File: src/rtl/fpp_regs.svh
`ifndef FPP_REGS_SVH
`define FPP_REGS_SVH

// register offsets (byte addresses)
`define FPP_REG_SR1        8'h00
`define FPP_REG_SR2        8'h04
`define FPP_REG_SR3        8'h08
`define FPP_REG_PTR        8'h0c
`define FPP_REG_CTRL       8'h10
`define FPP_REG_FILL       8'h14

// reset (delivery) values
`define FPP_SR1_RST        8'h00
`define FPP_SR2_RST        8'h04
`define FPP_SR3_RST        8'h70
`define FPP_ERASED_BYTE    8'hff

// status and control register field positions
`define FPP_SR1_BUSY       0
`define FPP_SR1_WEL        1
`define FPP_SR1_TB         5
`define FPP_SR1_STATUS_LOCK_LOW       7
`define FPP_SR2_STATUS_LOCK_HIGH       0
`define FPP_CTRL_SUSP      0
`define FPP_CTRL_BUSY      1

// set-protection address fields
`define FPP_A_SCHEME       10
`define FPP_A_ALL          11
`define FPP_A_PTR_LSB      12

// array top addresses
`define FPP_AMAX_64        24'h7fffff
`define FPP_AMAX_32        24'h3fffff

// serial opcodes
`define FPP_OP_WREN        8'h06
`define FPP_OP_WRDI        8'h04
`define FPP_OP_SETPROT     8'h39
`define FPP_OP_RDSR3       8'h33
`define FPP_OP_PROG        8'h02
`define FPP_OP_SE          8'h20
`define FPP_OP_BE          8'hd8

// frame lengths in serial clocks
`define FPP_BITS_OPCODE    6'h08
`define FPP_BITS_ADDR      6'h20
`define FPP_BITS_DATA      6'h28
`define FPP_BITS_WRAP      6'h2f

// timing
`define FPP_NV_TIME_NS     10000
`define FPP_CLK_MHZ        250

`endif

File: src/rtl/fpp_pkg.sv
package fpp_pkg;

  typedef enum logic {
    FPP_NV_IDLE,
    FPP_NV_WRITE
  } fpp_nv_state_t;

  typedef logic [7:0] fpp_opcode_t;

endpackage

File: src/rtl/fpp_top.sv
// The register addresses and the plain strobed port were chosen for this implementation.
`timescale 1ns/100ps
// Contract
// - exactly one scheme active, block protection or pointer protection.
// - set-protection is opcode 39h plus three address bytes.
// - scheme bit set selects block protection, pointer bits ignored.
// - scheme bit clear selects pointer protection; low ten bits ignored.
// - 32-Mbit variant stores A21-A12, ignores A23-A22.
// - 64-Mbit variant stores A22-A12, ignores A23.
// - protect-all bit set protects every sector.
// - pointer sector itself is unprotected unless the protect-all bit is set.
// - top-bottom bit of status one picks growth direction.
// - top-bottom 0: pointer sector and below unprotected, above protected.
// - top-bottom 1: pointer sector and above unprotected, below protected.
// - top address 7FFFFFh on 64-Mbit, 3FFFFFh on 32-Mbit.
// - status lock bits block command 39h while locking.
// - command 39h ignored during program or erase suspend.
// - command 33h returns status three, pointer high, pointer middle.
// - block erase rejected over pointer sector, edge sector exceptions.
// - array and security registers read erased FFh at delivery.
// - status registers deliver as 00h, 04h, 70h.
// - busy set during pointer update; write enable cleared at end.
`include "fpp_regs.svh"

module fpp_top #(
  parameter bit P_MBIT64 = 1'b1
) (
  input  wire logic        i_ref_clk,
  input  wire logic        i_rst,
  input  wire logic        i_cs_n,
  input  wire logic        i_sck,
  input  wire logic        i_si,
  input  wire logic        i_wp_n,
  input  wire logic [7:0]  i_addr,
  input  wire logic [31:0] i_wdata,
  input  wire logic        i_wr,
  input  wire logic        i_rd,
  output logic      [31:0] o_rdata,
  output logic             o_so,
  output logic             o_so_oe,
  output logic             o_op_start,
  output logic             o_op_reject,
  output logic      [7:0]  o_op_code,
  output logic      [23:0] o_op_addr,
  output logic             o_block_prot_en,
  output logic             o_ptr_prot_en,
  output logic             o_busy
);

  localparam int          NV_CYC   = (`FPP_NV_TIME_NS * `FPP_CLK_MHZ + 999) / 1000;
  localparam logic [10:0] PTR_MASK = P_MBIT64 ? 11'h7ff : 11'h3ff;
  localparam logic [23:0] AMAX     = P_MBIT64 ? `FPP_AMAX_64 : `FPP_AMAX_32;
  localparam logic [3:0]  PIN_RST  = 4'h9;

  ////////////////////////////////////////////////////////////////////////////
  // pin synchronisers: {wp_n, si, sck, cs_n}

  logic [3:0] pin_in;
  logic [3:0] pin_s1;
  logic [3:0] pin_s2;
  logic [3:0] pin_s3;
  logic [3:0] pin_lvl;
  assign pin_in = {i_wp_n, i_si, i_sck, i_cs_n};
  genvar g;
  generate
    for (g = 0; g < 4; g++) begin : g_sync
      always_ff @(posedge i_ref_clk) begin
        if (i_rst) begin
          pin_s1[g]  <= PIN_RST[g];
          pin_s2[g]  <= PIN_RST[g];
          pin_s3[g]  <= PIN_RST[g];
          pin_lvl[g] <= PIN_RST[g];
        end else begin
          pin_s1[g] <= pin_in[g];
          pin_s2[g] <= pin_s1[g];
          pin_s3[g] <= pin_s2[g];
          if (pin_s2[g] == pin_s3[g]) begin
            pin_lvl[g] <= pin_s3[g];
          end
        end
      end
    end
  endgenerate

  logic sck_rise;
  logic sck_fall;
  logic cs_rise;
  logic cs_low;
  logic si_bit;
  logic wp_low;

  assign sck_rise = pin_s2[1] & pin_s3[1] & ~pin_lvl[1];
  assign sck_fall = ~pin_s2[1] & ~pin_s3[1] & pin_lvl[1];
  assign cs_rise  = pin_s2[0] & pin_s3[0] & ~pin_lvl[0];
  assign cs_low   = ~pin_lvl[0];
  assign si_bit   = pin_s3[2];
  assign wp_low   = ~pin_lvl[3];

  ////////////////////////////////////////////////////////////////////////////
  // serial receive

  logic [31:0]         rx;
  logic [5:0]          bit_cnt;
  fpp_pkg::fpp_opcode_t opcode;
  logic [23:0]         addr_q;
  logic [7:0]          next_byte;
  assign next_byte = {rx[6:0], si_bit};
  always_ff @(posedge i_ref_clk) begin
    if (i_rst || !cs_low) begin
      bit_cnt <= 6'h00;
    end else if (sck_rise) begin
      if (bit_cnt == `FPP_BITS_WRAP) begin
        bit_cnt <= `FPP_BITS_DATA;
      end else begin
        bit_cnt <= bit_cnt + 6'h01;
      end
    end
  end

  always_ff @(posedge i_ref_clk) begin
    if (i_rst) begin
      rx     <= 32'h0000_0000;
      opcode <= 8'h00;
      addr_q <= 24'h00_0000;
    end else if (sck_rise && cs_low) begin
      rx <= {rx[30:0], si_bit};
      if (bit_cnt == `FPP_BITS_OPCODE - 6'h01) begin
        opcode <= next_byte;
      end
      if (bit_cnt == `FPP_BITS_ADDR - 6'h01) begin
        addr_q <= {rx[22:0], si_bit};
      end
    end
  end

  ////////////////////////////////////////////////////////////////////////////
  // status and protection state

  logic [7:2]  sr1_hi;
  logic [7:0]  sr2;
  logic [7:0]  sr3;
  logic        write_enable_latch;
  logic        suspend;
  logic        prot_all;
  logic [10:0] ptr;
  logic        tb;
  logic        locked;
  logic [23:0] ptr_addr;
  logic [7:0]  sr1;
  assign tb       = sr1_hi[`FPP_SR1_TB];
  assign locked   = sr2[`FPP_SR2_STATUS_LOCK_HIGH] | (sr1_hi[`FPP_SR1_STATUS_LOCK_LOW] & wp_low);
  assign ptr_addr = {1'b0, ptr, prot_all, o_block_prot_en, 10'h000};
  assign sr1      = {sr1_hi, write_enable_latch, o_busy};

  ////////////////////////////////////////////////////////////////////////////
  // command decode at chip-select rise

  logic byte_ok;
  logic frame_addr;
  logic setprot_go;
  logic is_prog;
  logic is_erase;
  logic arr_go;
  logic wren_go;
  logic wrdi_go;
  assign byte_ok    = bit_cnt[2:0] == 3'h0;
  assign frame_addr = bit_cnt == `FPP_BITS_ADDR;
  assign setprot_go = cs_rise && opcode == `FPP_OP_SETPROT && frame_addr
                      && write_enable_latch && !locked && !suspend && !o_busy;
  assign is_prog    = opcode == `FPP_OP_PROG && bit_cnt >= `FPP_BITS_DATA && byte_ok;
  assign is_erase   = (opcode == `FPP_OP_SE || opcode == `FPP_OP_BE) && frame_addr;
  assign arr_go     = cs_rise && (is_prog || is_erase) && write_enable_latch && !o_busy && !suspend;
  assign wren_go    = cs_rise && opcode == `FPP_OP_WREN && bit_cnt == `FPP_BITS_OPCODE && !o_busy;
  assign wrdi_go    = cs_rise && opcode == `FPP_OP_WRDI && bit_cnt == `FPP_BITS_OPCODE && !o_busy;

  ////////////////////////////////////////////////////////////////////////////
  // protection check of the framed address

  logic [23:0] addr_m;
  logic [10:0] sec;
  logic [10:0] blk_top;
  logic [10:0] blk_bot;
  logic        sec_prot;
  logic        blk_prot;
  logic        op_prot;

  assign addr_m  = addr_q & AMAX;
  assign sec     = addr_m[22:12] & PTR_MASK;
  assign blk_top = {sec[10:4], 4'hf};
  assign blk_bot = {sec[10:4], 4'h0};
  assign sec_prot = o_ptr_prot_en & (prot_all | (tb ? (sec < ptr) : (sec > ptr)));
  assign blk_prot = o_ptr_prot_en & (prot_all | (tb ? (blk_bot < ptr) : (blk_top > ptr)));
  assign op_prot  = (opcode == `FPP_OP_BE) ? blk_prot : sec_prot;

  always_ff @(posedge i_ref_clk) begin
    if (i_rst) begin
      o_op_start  <= 1'b0;
      o_op_reject <= 1'b0;
      o_op_code   <= 8'h00;
      o_op_addr   <= 24'h00_0000;
    end else begin
      o_op_start  <= arr_go && !op_prot;
      o_op_reject <= arr_go && op_prot;
      if (arr_go) begin
        o_op_code <= opcode;
        o_op_addr <= addr_m;
      end
    end
  end

  ////////////////////////////////////////////////////////////////////////////
  // self-timed pointer update

  fpp_pkg::fpp_nv_state_t nv_state;
  logic [11:0]            nv_cnt;
  logic [23:0]            stage;
  logic                   nv_done;
  assign nv_done = nv_state == fpp_pkg::FPP_NV_WRITE && nv_cnt == 12'h000;
  always_ff @(posedge i_ref_clk) begin
    if (i_rst) begin
      nv_state <= fpp_pkg::FPP_NV_IDLE;
      nv_cnt   <= 12'h000;
      stage    <= 24'h00_0000;
      o_busy   <= 1'b0;
    end else begin
      unique case (nv_state)
        fpp_pkg::FPP_NV_IDLE: begin
          if (setprot_go) begin
            nv_state <= fpp_pkg::FPP_NV_WRITE;
            nv_cnt   <= 12'(NV_CYC - 1);
            stage    <= addr_q;
            o_busy   <= 1'b1;
          end
        end
        fpp_pkg::FPP_NV_WRITE: begin
          if (nv_cnt == 12'h000) begin
            nv_state <= fpp_pkg::FPP_NV_IDLE;
            o_busy   <= 1'b0;
          end else begin
            nv_cnt <= nv_cnt - 12'h001;
          end
        end
      endcase
    end
  end

  always_ff @(posedge i_ref_clk) begin
    if (i_rst) begin
      o_block_prot_en <= 1'b1;
      o_ptr_prot_en   <= 1'b0;
      prot_all        <= 1'b0;
      ptr             <= 11'h000;
    end else if (nv_done) begin
      o_block_prot_en <= stage[`FPP_A_SCHEME];
      o_ptr_prot_en   <= ~stage[`FPP_A_SCHEME];
      if (!stage[`FPP_A_SCHEME]) begin
        prot_all <= stage[`FPP_A_ALL];
        ptr      <= stage[22:12] & PTR_MASK;
      end
    end
  end

  always_ff @(posedge i_ref_clk) begin
    if (i_rst) begin
      write_enable_latch <= 1'b0;
    end else if (wren_go) begin
      write_enable_latch <= 1'b1;
    end else if (nv_done || wrdi_go || o_op_start) begin
      write_enable_latch <= 1'b0;
    end
  end

  ////////////////////////////////////////////////////////////////////////////
  // status-three and pointer read-back

  logic [31:0] tx;
  logic        rd_act;

  always_ff @(posedge i_ref_clk) begin
    if (i_rst || !cs_low) begin
      tx     <= 32'hffff_ffff;
      rd_act <= 1'b0;
    end else if (sck_rise && bit_cnt == `FPP_BITS_OPCODE - 6'h01 && next_byte == `FPP_OP_RDSR3) begin
      tx     <= {sr3, ptr_addr[23:8], `FPP_ERASED_BYTE};
      rd_act <= 1'b1;
    end else if (sck_fall && rd_act) begin
      tx <= {tx[30:0], 1'b1};
    end
  end

  always_ff @(posedge i_ref_clk) begin
    if (i_rst) begin
      o_so    <= 1'b1;
      o_so_oe <= 1'b0;
    end else begin
      o_so_oe <= rd_act && cs_low;
      if (sck_fall && rd_act) begin
        o_so <= tx[31];
      end
    end
  end

  ////////////////////////////////////////////////////////////////////////////
  // register port

  always_ff @(posedge i_ref_clk) begin
    if (i_rst) begin
      sr1_hi  <= 6'(`FPP_SR1_RST >> 2);
      sr2     <= `FPP_SR2_RST;
      sr3     <= `FPP_SR3_RST;
      suspend <= 1'b0;
    end else if (i_wr) begin
      unique case (i_addr)
        `FPP_REG_SR1: begin
          if (!locked) begin
            sr1_hi <= i_wdata[7:2];
          end
        end
        `FPP_REG_SR2: begin
          if (!locked) begin
            sr2 <= i_wdata[7:0];
          end
        end
        `FPP_REG_SR3: begin
          sr3 <= i_wdata[7:0];
        end
        `FPP_REG_CTRL: begin
          suspend <= i_wdata[`FPP_CTRL_SUSP];
        end
        default: begin
        end
      endcase
    end
  end

  always_ff @(posedge i_ref_clk) begin
    if (i_rst || !i_rd) begin
      o_rdata <= 32'h0000_0000;
    end else begin
      unique case (i_addr)
        `FPP_REG_SR1:  o_rdata <= {24'h00_0000, sr1};
        `FPP_REG_SR2:  o_rdata <= {24'h00_0000, sr2};
        `FPP_REG_SR3:  o_rdata <= {24'h00_0000, sr3};
        `FPP_REG_PTR:  o_rdata <= {8'h00, ptr_addr};
        `FPP_REG_CTRL: o_rdata <= {30'h0000_0000, o_busy, suspend};
        `FPP_REG_FILL: o_rdata <= {24'h00_0000, `FPP_ERASED_BYTE};
        default:       o_rdata <= 32'h0000_0000;
      endcase
    end
  end

  ////////////////////////////////////////////////////////////////////////////
  // checks

  logic [11:0] busy_len;
  always_ff @(posedge i_ref_clk) begin
    if (i_rst || !o_busy) begin
      busy_len <= 12'h000;
    end else begin
      busy_len <= busy_len + 12'h001;
    end
  end
endmodule

File: config.mk
export PLATFORM = sky130hd
export DESIGN_NAME = fpp_top
export DESIGN_NICKNAME = d
export VERILOG_FILES = /design/src/rtl/fpp_pkg.sv /design/src/rtl/fpp_top.sv
export VERILOG_INCLUDE_DIRS = /design/src /design/src/rtl
export SDC_FILE = /design/constraint.sdc
export NUM_CORES = 1
export LEC_CHECK = 0
export ABC_AREA = 1
export BUFFER_PORTS_ARGS = -buffer_cell sky130_fd_sc_hd__buf_4
export CORE_MARGIN = 3
export CORE_UTILIZATION = 45
export DETAILED_ROUTE_END_ITERATION = 6
export PLACE_DENSITY = 0.63
export SYNTH_ARGS = -nofsm -noshare
export SYNTH_HDL_FRONTEND = slang
export SYNTH_SLANG_ARGS = --single-unit
export TNS_END_PERCENT = 100
File: constraint.sdc
create_clock -name i_ref_clk -period 2.7 [get_ports i_ref_clk]
set_input_delay 0.27 -clock i_ref_clk [delete_from_list [all_inputs] [get_ports i_ref_clk]]
set_output_delay 0.27 -clock i_ref_clk [all_outputs]
set_load 0.005 [all_outputs]
==> results.cfg, run 1 <==
[outcome]
status = finished, final reports clean

[setup_path]
path_class = reg -> reg
worstPathRequired_ns = 3.08
crit_chain = ha_1 > nand2_1 > nor2_1 > nand4_1 > buf_4 > o21ai_0 > a21oi_1
start_kind = flop
critPathMaxStageDelay_ns = 0.56
critPathSlowestCell = nor2_1
crit_fanout = 46
crit_family = simple AND/OR/NAND/NOR gates
worst-endpoint-arrival_ns = 2.55
worstSetupEndpointType = flop
path_buf_inv = 1

[global_routing]
overflow = 0
grt_pass1_vias = 6905
grt_max_degree = 133
grt_antenna_before_repair = 0
track_usage_pct = 18.7
grt_pass1_wl_um = 34100

[cells_and_area]
final_util_pct = 55.3
nets = 1277
final.fill_count = 1829
area_growth_pct = 18.8
fin_cells = 1489
n_antenna_cell = 0
drive_gt1_share_pct = 13.8

[timing]
fin_setup_tns_ns = 0
rsz0062_at_grt = false
relSlewSlack_pct = 43.2
setup_violations = 0
drv_slew = 0
finalHoldViolations = 0
worst_pin_slew_ns = 0.850
final.setup_skew_ns = 0.00651
max_freq_mhz = 460
period_minus_slack_ns = 2.18
min_period_over_period_pct = 80.6
layout_setup_ws_ns = 0.525

[cts]
htreeDepth = 1
clk_pin_slew_worst_paths_ns = 0.06
ctsResizeCount = 0
clk_path_buf_depth = 3
cts_sinks = 220
cts_tree = built
clk_latency_ns = 0.50
clockRootBuffer = clkbuf_16
cts_buffers = 24

[synth]
synth_edf_count = 0
synthDominantCellAreaShare_pct = 49.7
ys_warn_count = 0
ys_types = 41
synth_area_per_cell_sq_um = 7.78
ys_top_cells_by_area = dfxtp_1 (50%), a21oi_1 (7.5%), nand2_1 (7.4%), o21ai_0 (5.7%), nor2_1 (5.5%)
syn_inst = 1138
netlist_top_cells_count = dfxtp_1 (220), nand2_1 (174), a21oi_1 (132)
ys_seq_area_share_pct = 49.7
synthFlopType = dfxtp_1
async_flop_share_pct = 0
ys_ff_latch = 220
synth_top_area_cell = dfxtp_1
synth_area_sq_um = 8850
yosysMostFrequentCell = dfxtp_1

[hold_path]
hold_class = in -> reg

[die]
die_x_um = 146
ios = 119
core_sq_um = 19000
die_y_um = 146
start_util_pct = 46.6
die-area_sq_um = 21400
fp-row-count = 50

[run]
drv_cap = 0

[placed_design]
place_ws_ns = 0.517
dp_cells = 1439
gp_congestion = 0.833
numPortBuffers = 82
hpwl_um = 13900

[power_and_ir_drop]
power_density_nw_per_um2 = 649
peakVddDrop_mv = 0.526
p_leak_uw = 0.00445

[route]
routedWlPerCell_um = 13.8
via_per_inst = 5.02
finalWirelength_um = 20500
ant_nets = 0
firstDrtPassIters = 5
vias = 7479
drcViolationCount = 0
drt-initial-drc-count = 491
[placed cells by master (no fill, tap or decap), types with 2 or more instances in the layout]
cell type and instances:
dfxtp_1 220, nand2_1 174, a21oi_1 132, nor2_1 129, inv_1 119, o21ai_0 101
buf_4 93, nand3_1 49, clkbuf_16 25, nor3_1 22, o2111ai_1 21, ha_1 18
conb_1 12, inv_2 10, nand4_1 10, o21ai_1 9, a31oi_1 8, or2_2 7
o211ai_1 6, a21oi_2 6, clkinv_2 6, dlygate4sd3_1 6, clkbuf_1 5, bufinv_16 4
nor2_4 3, nor4_1 3, xor2_1 3, clkinv_1 3, nor2_2 2, nand3_2 2
a211oi_1 2, or2_1 2, nand3b_1 2, clkinvlp_4 2, clkbuf_8 2, buf_12 2
[logic make-up (layout without fill, tap and decap cells)]
| family | Yosys count | after routing | synth area share, % |
|---|---|---|---|
| xor+xnor | 3 | 3 | 0.297 |
| fa+ha+maj | 18 | 18 | 2.54 |
| simple gates | 410 | 410 | 19.9 |
| flops | 220 | 220 | 49.7 |
| buf+inv | 197 | 277 | 9.54 |
| compound gates | 289 | 289 | 17.9 |
| other cells | 1 | 12 | 0.0424 |
[flip-flops by register name, summed over array words and instances (netlist names), 11 cells and up]
register   count
tx            24
addr_q        23
o_op_addr     23
rx            22
o_rdata       21
stage         13
nv_cnt        12
ptr           11
[worst min-delay path: cells and delay by family]
| family | cells | cell delay (ns) |
|---|---|---|
| AO/OA/AOI/OAI | 1 | 0.06 |
| buffers and inverters | 1 | 0.10 |
| AND/OR/NAND/NOR | 1 | 0.05 |
[path summary, 6_finish.rpt]
| kind | from | endpoint | slack (ns) | depth (start not counted) |
|---|---|---|---|---|
| setup / recovery | pin_s3[1]$_SDFF_PP0_ | addr_q[22]$_SDFFE_PP0P_ | 0.52 | 7 |
| hold / removal | i_wdata[6] | sr3[6]$_SDFFE_PP1P_ | 0.01 | 3 |
| setup reg to reg | pin_s3[1]$_SDFF_PP0_ | addr_q[22]$_SDFFE_PP0P_ | 0.52 | 7 |
| hold reg to reg | pin_s1[2]$_SDFF_PP0_ | pin_s2[2]$_SDFF_PP0_ | 0.41 | 2 |
[through the flow]
stage          instance area, sq um  power [uW]  hold slack [ns]
6_report                      10500        6830           0.0102
5_1_grt                       10500        7070          0.00557
4_1_cts                       10500        6910         0.000328
3_5_place_dp                   9620        3480            0.398
3_3_place_gp                   9620        3480            0.390
2_1_floorplan                  8890        3430            0.374
[layout make-up]
| cell class | count | area [sq um] | share of cell area (%) |
|---|---|---|---|
| tap | 260 | 325 | 3.09 |
| timing repair buffer | 101 | 798 | 7.59 |
| sequential | 220 | 4400 | 41.9 |
| clock buffer | 32 | 672 | 6.39 |
| inverter | 132 | 495 | 4.71 |
| multi-input combinational | 732 | 3660 | 34.8 |
| clock inverter | 12 | 165 | 1.57 |
[report_power, final]
group          internal (uW)  total (uW)  leakage (uW)  switching, uW
combinational           58.5         153       0.00227           94.4
sequential              3260        3260       0.00177           5.35
clock                   2130        3410      0.000409           1280
[metal layers]
layer / vias up / GRT usage (%) / wire length [um]
li1: 3875 / - / -
met1: 3433 / 27.1 / 10100
met2: 138 / 29.3 / 9070
met3: 33 / 2.64 / 836
met4: 0 / 5.50 / 523
met5: - / 0 / 0
[timing repair]
item	in CTS	in global routing
buffers inserted	0	0
setup endpoints to repair	0	0
hold buffers	6	0
hold endpoints to repair	6	0
Note: power is estimated with default switching activity, not from simulation.
==> run 2: changes to the inputs <==
- ABC_AREA: 1 -> 0
- clock period: 2.7 -> 2.02 ns (I/O delays scaled with it)
==> results.cfg, run 2 <==
[die]
fp-row-count = 49
start_util_pct = 46.7
ios = 119
core_sq_um = 18300
die-area_sq_um = 20700
die_y_um = 144
die_x_um = 144

[placed_design]
gp_congestion = 0.869
hpwl_um = 13100
dp_cells = 1304
placed_area_sq_um = 9900
numPortBuffers = 82

[power_and_ir_drop]
power_uw = 8770
power_density_nw_per_um2 = 787
p_leak_uw = 0.00480
peakVddDrop_mv = 0.653

[timing]
layout_setup_ws_ns = -0.175
relSlewSlack_pct = 51.1
max_freq_mhz = 456
setup_violations = 54
fin_setup_tns_ns = -4.97
worst_pin_slew_ns = 0.734
drv_slew = 0
min_period_over_period_pct = 109
finalHoldViolations = 0
period_minus_slack_ns = 2.19
final.setup_skew_ns = 0.0314
rsz0062_at_grt = true

[cts]
htreeDepth = 1
clk_latency_ns = 0.52
cts_buffers = 24
cts_tree = built
cts_sinks = 220
clockRootBuffer = clkbuf_16
clk_pin_slew_worst_paths_ns = 0.06
clk_path_buf_depth = 3

[route]
routedWlPerCell_um = 14.6
ant_nets = 0
firstDrtPassIters = 5
drt-initial-drc-count = 342
finalWirelength_um = 20100
via_per_inst = 5.15
drcViolationCount = 0
vias = 7093

[cells_and_area]
n_antenna_cell = 0
largest_reg_flops = 24
design_area_sq_um = 11100
nets = 1197
area_growth_pct = 30.1
drive_gt1_share_pct = 22.8
largest-register = tx
reg.largest.list = tx x24, addr_q x23, o_op_addr x23
layout_common_cells = dfxtp_1 (214), nand2_1 (203), buf_4 (165), nor2_1 (92), a21oi_1 (86)
final.fill_count = 1613
fin_cells = 1377
layout_commonest_cell = dfxtp_1

[synth]
synth_edf_count = 0
syn_inst = 966
async_flop_share_pct = 0
netlist_top_cells_count = dfxtp_1 (220), nand2_1 (203), nor2_1 (92)
synthFlopType = dfxtp_1
ys_seq_area_share_pct = 51.5
yosysMostFrequentCell = dfxtp_1
ys_types = 59
synth_top_area_cell = dfxtp_1
ys_top_cells_by_area = dfxtp_1 (51%), nand2_1 (8.9%), mux2i_1 (7.0%), a21oi_1 (5.3%), nor2_1 (4.0%)
ys_ff_latch = 220
ys_warn_count = 0
synth_area_per_cell_sq_um = 8.86
synthDominantCellAreaShare_pct = 51.5
synth_area_sq_um = 8560

[global_routing]
grt_max_degree = 156
grt_pass1_wl_um = 32700
track_usage_pct = 19.2
grt_antenna_before_repair = 0
overflow = 0
grt_pass1_vias = 6552

[outcome]
violations = negative setup slack
status = finished with violations

[setup_path]
worstSetupEndpointType = flop
critPathSlowestCell = or3b_4
worst-endpoint-arrival_ns = 2.62
cp_common_cell = a21oi_1
crit_chain = and4bb_2 > nand4_1 > a21oi_2 > a21oi_1 > or3b_4 > buf_6 > or2_4 > a21oi_1
worstPathRequired_ns = 2.44
path_class = reg -> reg
crit_fanout = 6
critPathMaxStageDelay_ns = 0.51
start_kind = flop

[run]
drv_cap = 0

[hold_path]
hold_class = in -> reg
run 2: cell families (layout without fill, tap and decap cells):
family	count (synthesis)	count (layout)	share of synthesized area (%)
fa+ha+maj	18	18	2.63
flops	220	220	51.5
xor+xnor	8	8	0.819
simple gates	412	412	22.1
mux	60	60	7.02
buf+inv	90	261	4.74
compound gates	157	157	11.2
other cells	1	12	0.0438
run 2: where the power goes:
group / internal, uW / switching [uW]
logic: 79.0 / 103
clock network: 2540 / 1690
registers: 4350 / 5.14
run 2: worst max-delay path: cells and delay by family (launching register included):
family | cells | cell delay [ns]
AO/OA/AOI/OAI | 3 | 0.39
buffers and inverters | 1 | 0.16
flip-flops | 1 | 0.40
AND/OR/NAND/NOR | 4 | 1.17
run 2: repair_timing:
item,4_1_cts,5_1_grt
pin swaps,5,3
endpoints found under the setup margin,53,104
gates cloned,2,0
endpoints found under the hold margin,26,0
hold buffers,14,0
gates resized for setup,28,12
buffers inserted,11,4
run 2: path summary, 6_finish.rpt:
| path | from | endpoint | slack [ns] | cells after the start |
|---|---|---|---|---|
| worst min register to register | pin_s1[0]$_SDFF_PP1_ | pin_s2[0]$_SDFF_PP1_ | 0.41 | 1 |
| worst max register to register | opcode[4]$_SDFFE_PP0P_ | o_op_code[7]$_SDFFE_PP0P_ | -0.17 | 8 |
| worst min-delay path | i_wr | sr2[0]$_SDFFE_PP0P_ | 0.05 | 3 |
| worst max-delay path | opcode[4]$_SDFFE_PP0P_ | o_op_code[7]$_SDFFE_PP0P_ | -0.17 | 8 |
run 2: final cells by class:
class	instances	area (sq um)	share of cell area, %
clock buffers	34	698	6.27
clock inverters	9	85.1	0.764
inverters	26	97.6	0.877
multi-input cells	667	3920	35.2
flip-flops and latches	220	4410	39.7
well taps	229	287	2.57
repair buffers	192	1630	14.6
run 2: routing by layer:
layer	GRT usage (%)	up-vias	share of wire [%]
met1	27.9	3329	48
li1	-	3592	-
met2	30.2	139	46
met4	4.81	0	2.3
met3	2.73	33	3.8
met5	0	-	0
run 2: stage by stage:
stage | setup WS, ns | hold slack, ns | util (%)
after floorplan | -0.0303 | 0.306 | -
after global placement | -0.212 | 0.387 | 54.0
after detailed placement | -0.260 | 0.396 | 54.0
after CTS | -0.127 | 0.0425 | 60.3
after global routing | -0.259 | 0.0819 | 60.7
final | -0.175 | 0.0528 | 60.7
==> run 3: changes to the inputs <==
- clock period: 2.02 -> 2.85 ns (I/O delays scaled with it)
==> results.cfg, run 3 (same netlist as run 2, synthesis figures left out) <==
[outcome]
status = finished, final reports clean

[cells_and_area]
nets = 1114
n_antenna_cell = 0
design_area_sq_um = 10200
seqCellArea_sq_um = 4400
final_util_pct = 55.8
layout_commonest_cell = dfxtp_1
layout_common_cells = dfxtp_1 (220), nand2_1 (203), buf_4 (105), nor2_1 (92), a21oi_1 (90)
area_growth_pct = 19.5
reg.largest.list = tx x24, addr_q x23, o_op_addr x23
drive_gt1_share_pct = 15.4
largest-register = tx
largest_reg_flops = 24
multiInputGateArea_sq_um = 3800
final.fill_count = 1724
fin_cells = 1293

[timing]
finalHoldViolations = 0
final.setup_skew_ns = 0.0107
fin_setup_tns_ns = 0
rsz0062_at_grt = false
setup_violations = 0
drv_slew = 0
relSlewSlack_pct = 33.2
period_minus_slack_ns = 2.45
worst_pin_slew_ns = 1.00
whs_ns = 0.0438
max_freq_mhz = 408
min_period_over_period_pct = 86.0

[die]
die_y_um = 144
fp-row-count = 49
core_sq_um = 18300
die_x_um = 144
ios = 119
start_util_pct = 46.7
die-area_sq_um = 20700

[run]
drv_cap = 0

[route]
wl_met1_um = 9090
wl_met3_um = 914
drt-initial-drc-count = 418
vias = 6670
via_per_inst = 5.16
finalWirelength_um = 18900
wl_met2_um = 8610
drcViolationCount = 0
firstDrtPassIters = 4
routedWlPerCell_um = 14.6
routed.top_layer = met4
ant_nets = 0

[setup_path]
worstSetupEndpointType = flop
path_class = reg -> reg
crit_fanout = 27
start_kind = flop
worst-endpoint-arrival_ns = 2.80
worstPathRequired_ns = 3.20

[cts]
cts_sinks = 220
clockRootBuffer = clkbuf_16
cts_buffers = 24
htreeDepth = 1
clk_pin_slew_worst_paths_ns = 0.06
cts_tree = built
clk_latency_ns = 0.50
postCtsSetupRepairBufs = 0
clk_path_buf_depth = 3

[placed_design]
numPortBuffers = 82
gp_congestion = 0.828
placed_area_sq_um = 9370
hpwl_um = 12600
dp_cells = 1247

[power_and_ir_drop]
peakVddDrop_mv = 0.433
p_leak_uw = 0.00430
power_density_nw_per_um2 = 614

[global_routing]
grt_pass1_vias = 6273
grt_antenna_before_repair = 0
track_usage_pct = 18.3
grt_max_degree = 100
grt_pass1_wl_um = 31500
overflow = 0

[hold_path]
hold_class = in -> reg
==> run 3: cell count changes in the layout (fill, tap and decap cells not counted), sizes merged <==
cell         delta
clkinvlp        +1
buf            -73
clkbuf          +2
dlygate4sd3    -10
clkinv          -4
==> run 3: worst paths after layout <==
kind / start / to / slack, ns / cells past startpoint
setup / recovery: bit_cnt[0]$_SDFFE_PP0P_ / o_op_addr[15]$_SDFFE_PP0P_ / 0.40 / 10
hold / removal: i_wdata[6] / sr3[6]$_SDFFE_PP1P_ / 0.04 / 3
setup reg to reg: bit_cnt[0]$_SDFFE_PP0P_ / o_op_addr[15]$_SDFFE_PP0P_ / 0.40 / 10
hold reg to reg: pin_s1[0]$_SDFF_PP1_ / pin_s2[0]$_SDFF_PP1_ / 0.41 / 1
==> run 3: repair_timing <==
action | 4_1_cts | 5_1_grt
resized for setup | 0 | 1
endpoints found under the setup margin | 0 | 13
endpoints found under the hold margin | 4 | 0
hold buffers | 4 | 0
==> run 3: area by class of cell <==
type                            count  area share [%]
Tap cell                          229            2.80
Clock buffer                       36            7.30
Inverter                           26           0.954
Clock inverter                      6           0.599
Timing Repair Buffer              109            8.10
Multi-Input combinational cell    667            37.2
Sequential cell                   220            43.1
==> run 3: critical path: stages, from the launching register on <==
cell and delay (ns):
dfxtp_1 0.32, inv_1 0.09, ha_1 0.18, nor4b_2 0.26
nand2_1 0.08, a21oi_1 0.15, a21oi_1 0.06, or3b_2 0.58
buf_4 0.31, mux2i_1 0.19, nor2_1 0.05
==> run 3: per-stage QoR <==
| step | total power [uW] | setup WS [ns] |
|---|---|---|
| floorplan | 3230 | 0.763 |
| global placement | 3270 | 0.364 |
| detailed placement | 3270 | 0.296 |
| CTS | 6370 | 0.293 |
| global route | 6500 | 0.147 |
| finish | 6280 | 0.400 |
==> run 3: layer usage <==
| layer | vias to the layer above | global-route usage, % |
|---|---|---|
| li1 | 3423 | - |
| met1 | 3105 | 25.9 |
| met2 | 120 | 29.6 |
| met3 | 22 | 2.93 |
| met4 | 0 | 4.01 |
| met5 | - | 0 |
==> run 3: report_power, final <==
group,switching [uW],internal [uW]
logic,72.2,43.3
registers,3.86,3080
clock network,1190,1890
total,1260,5020
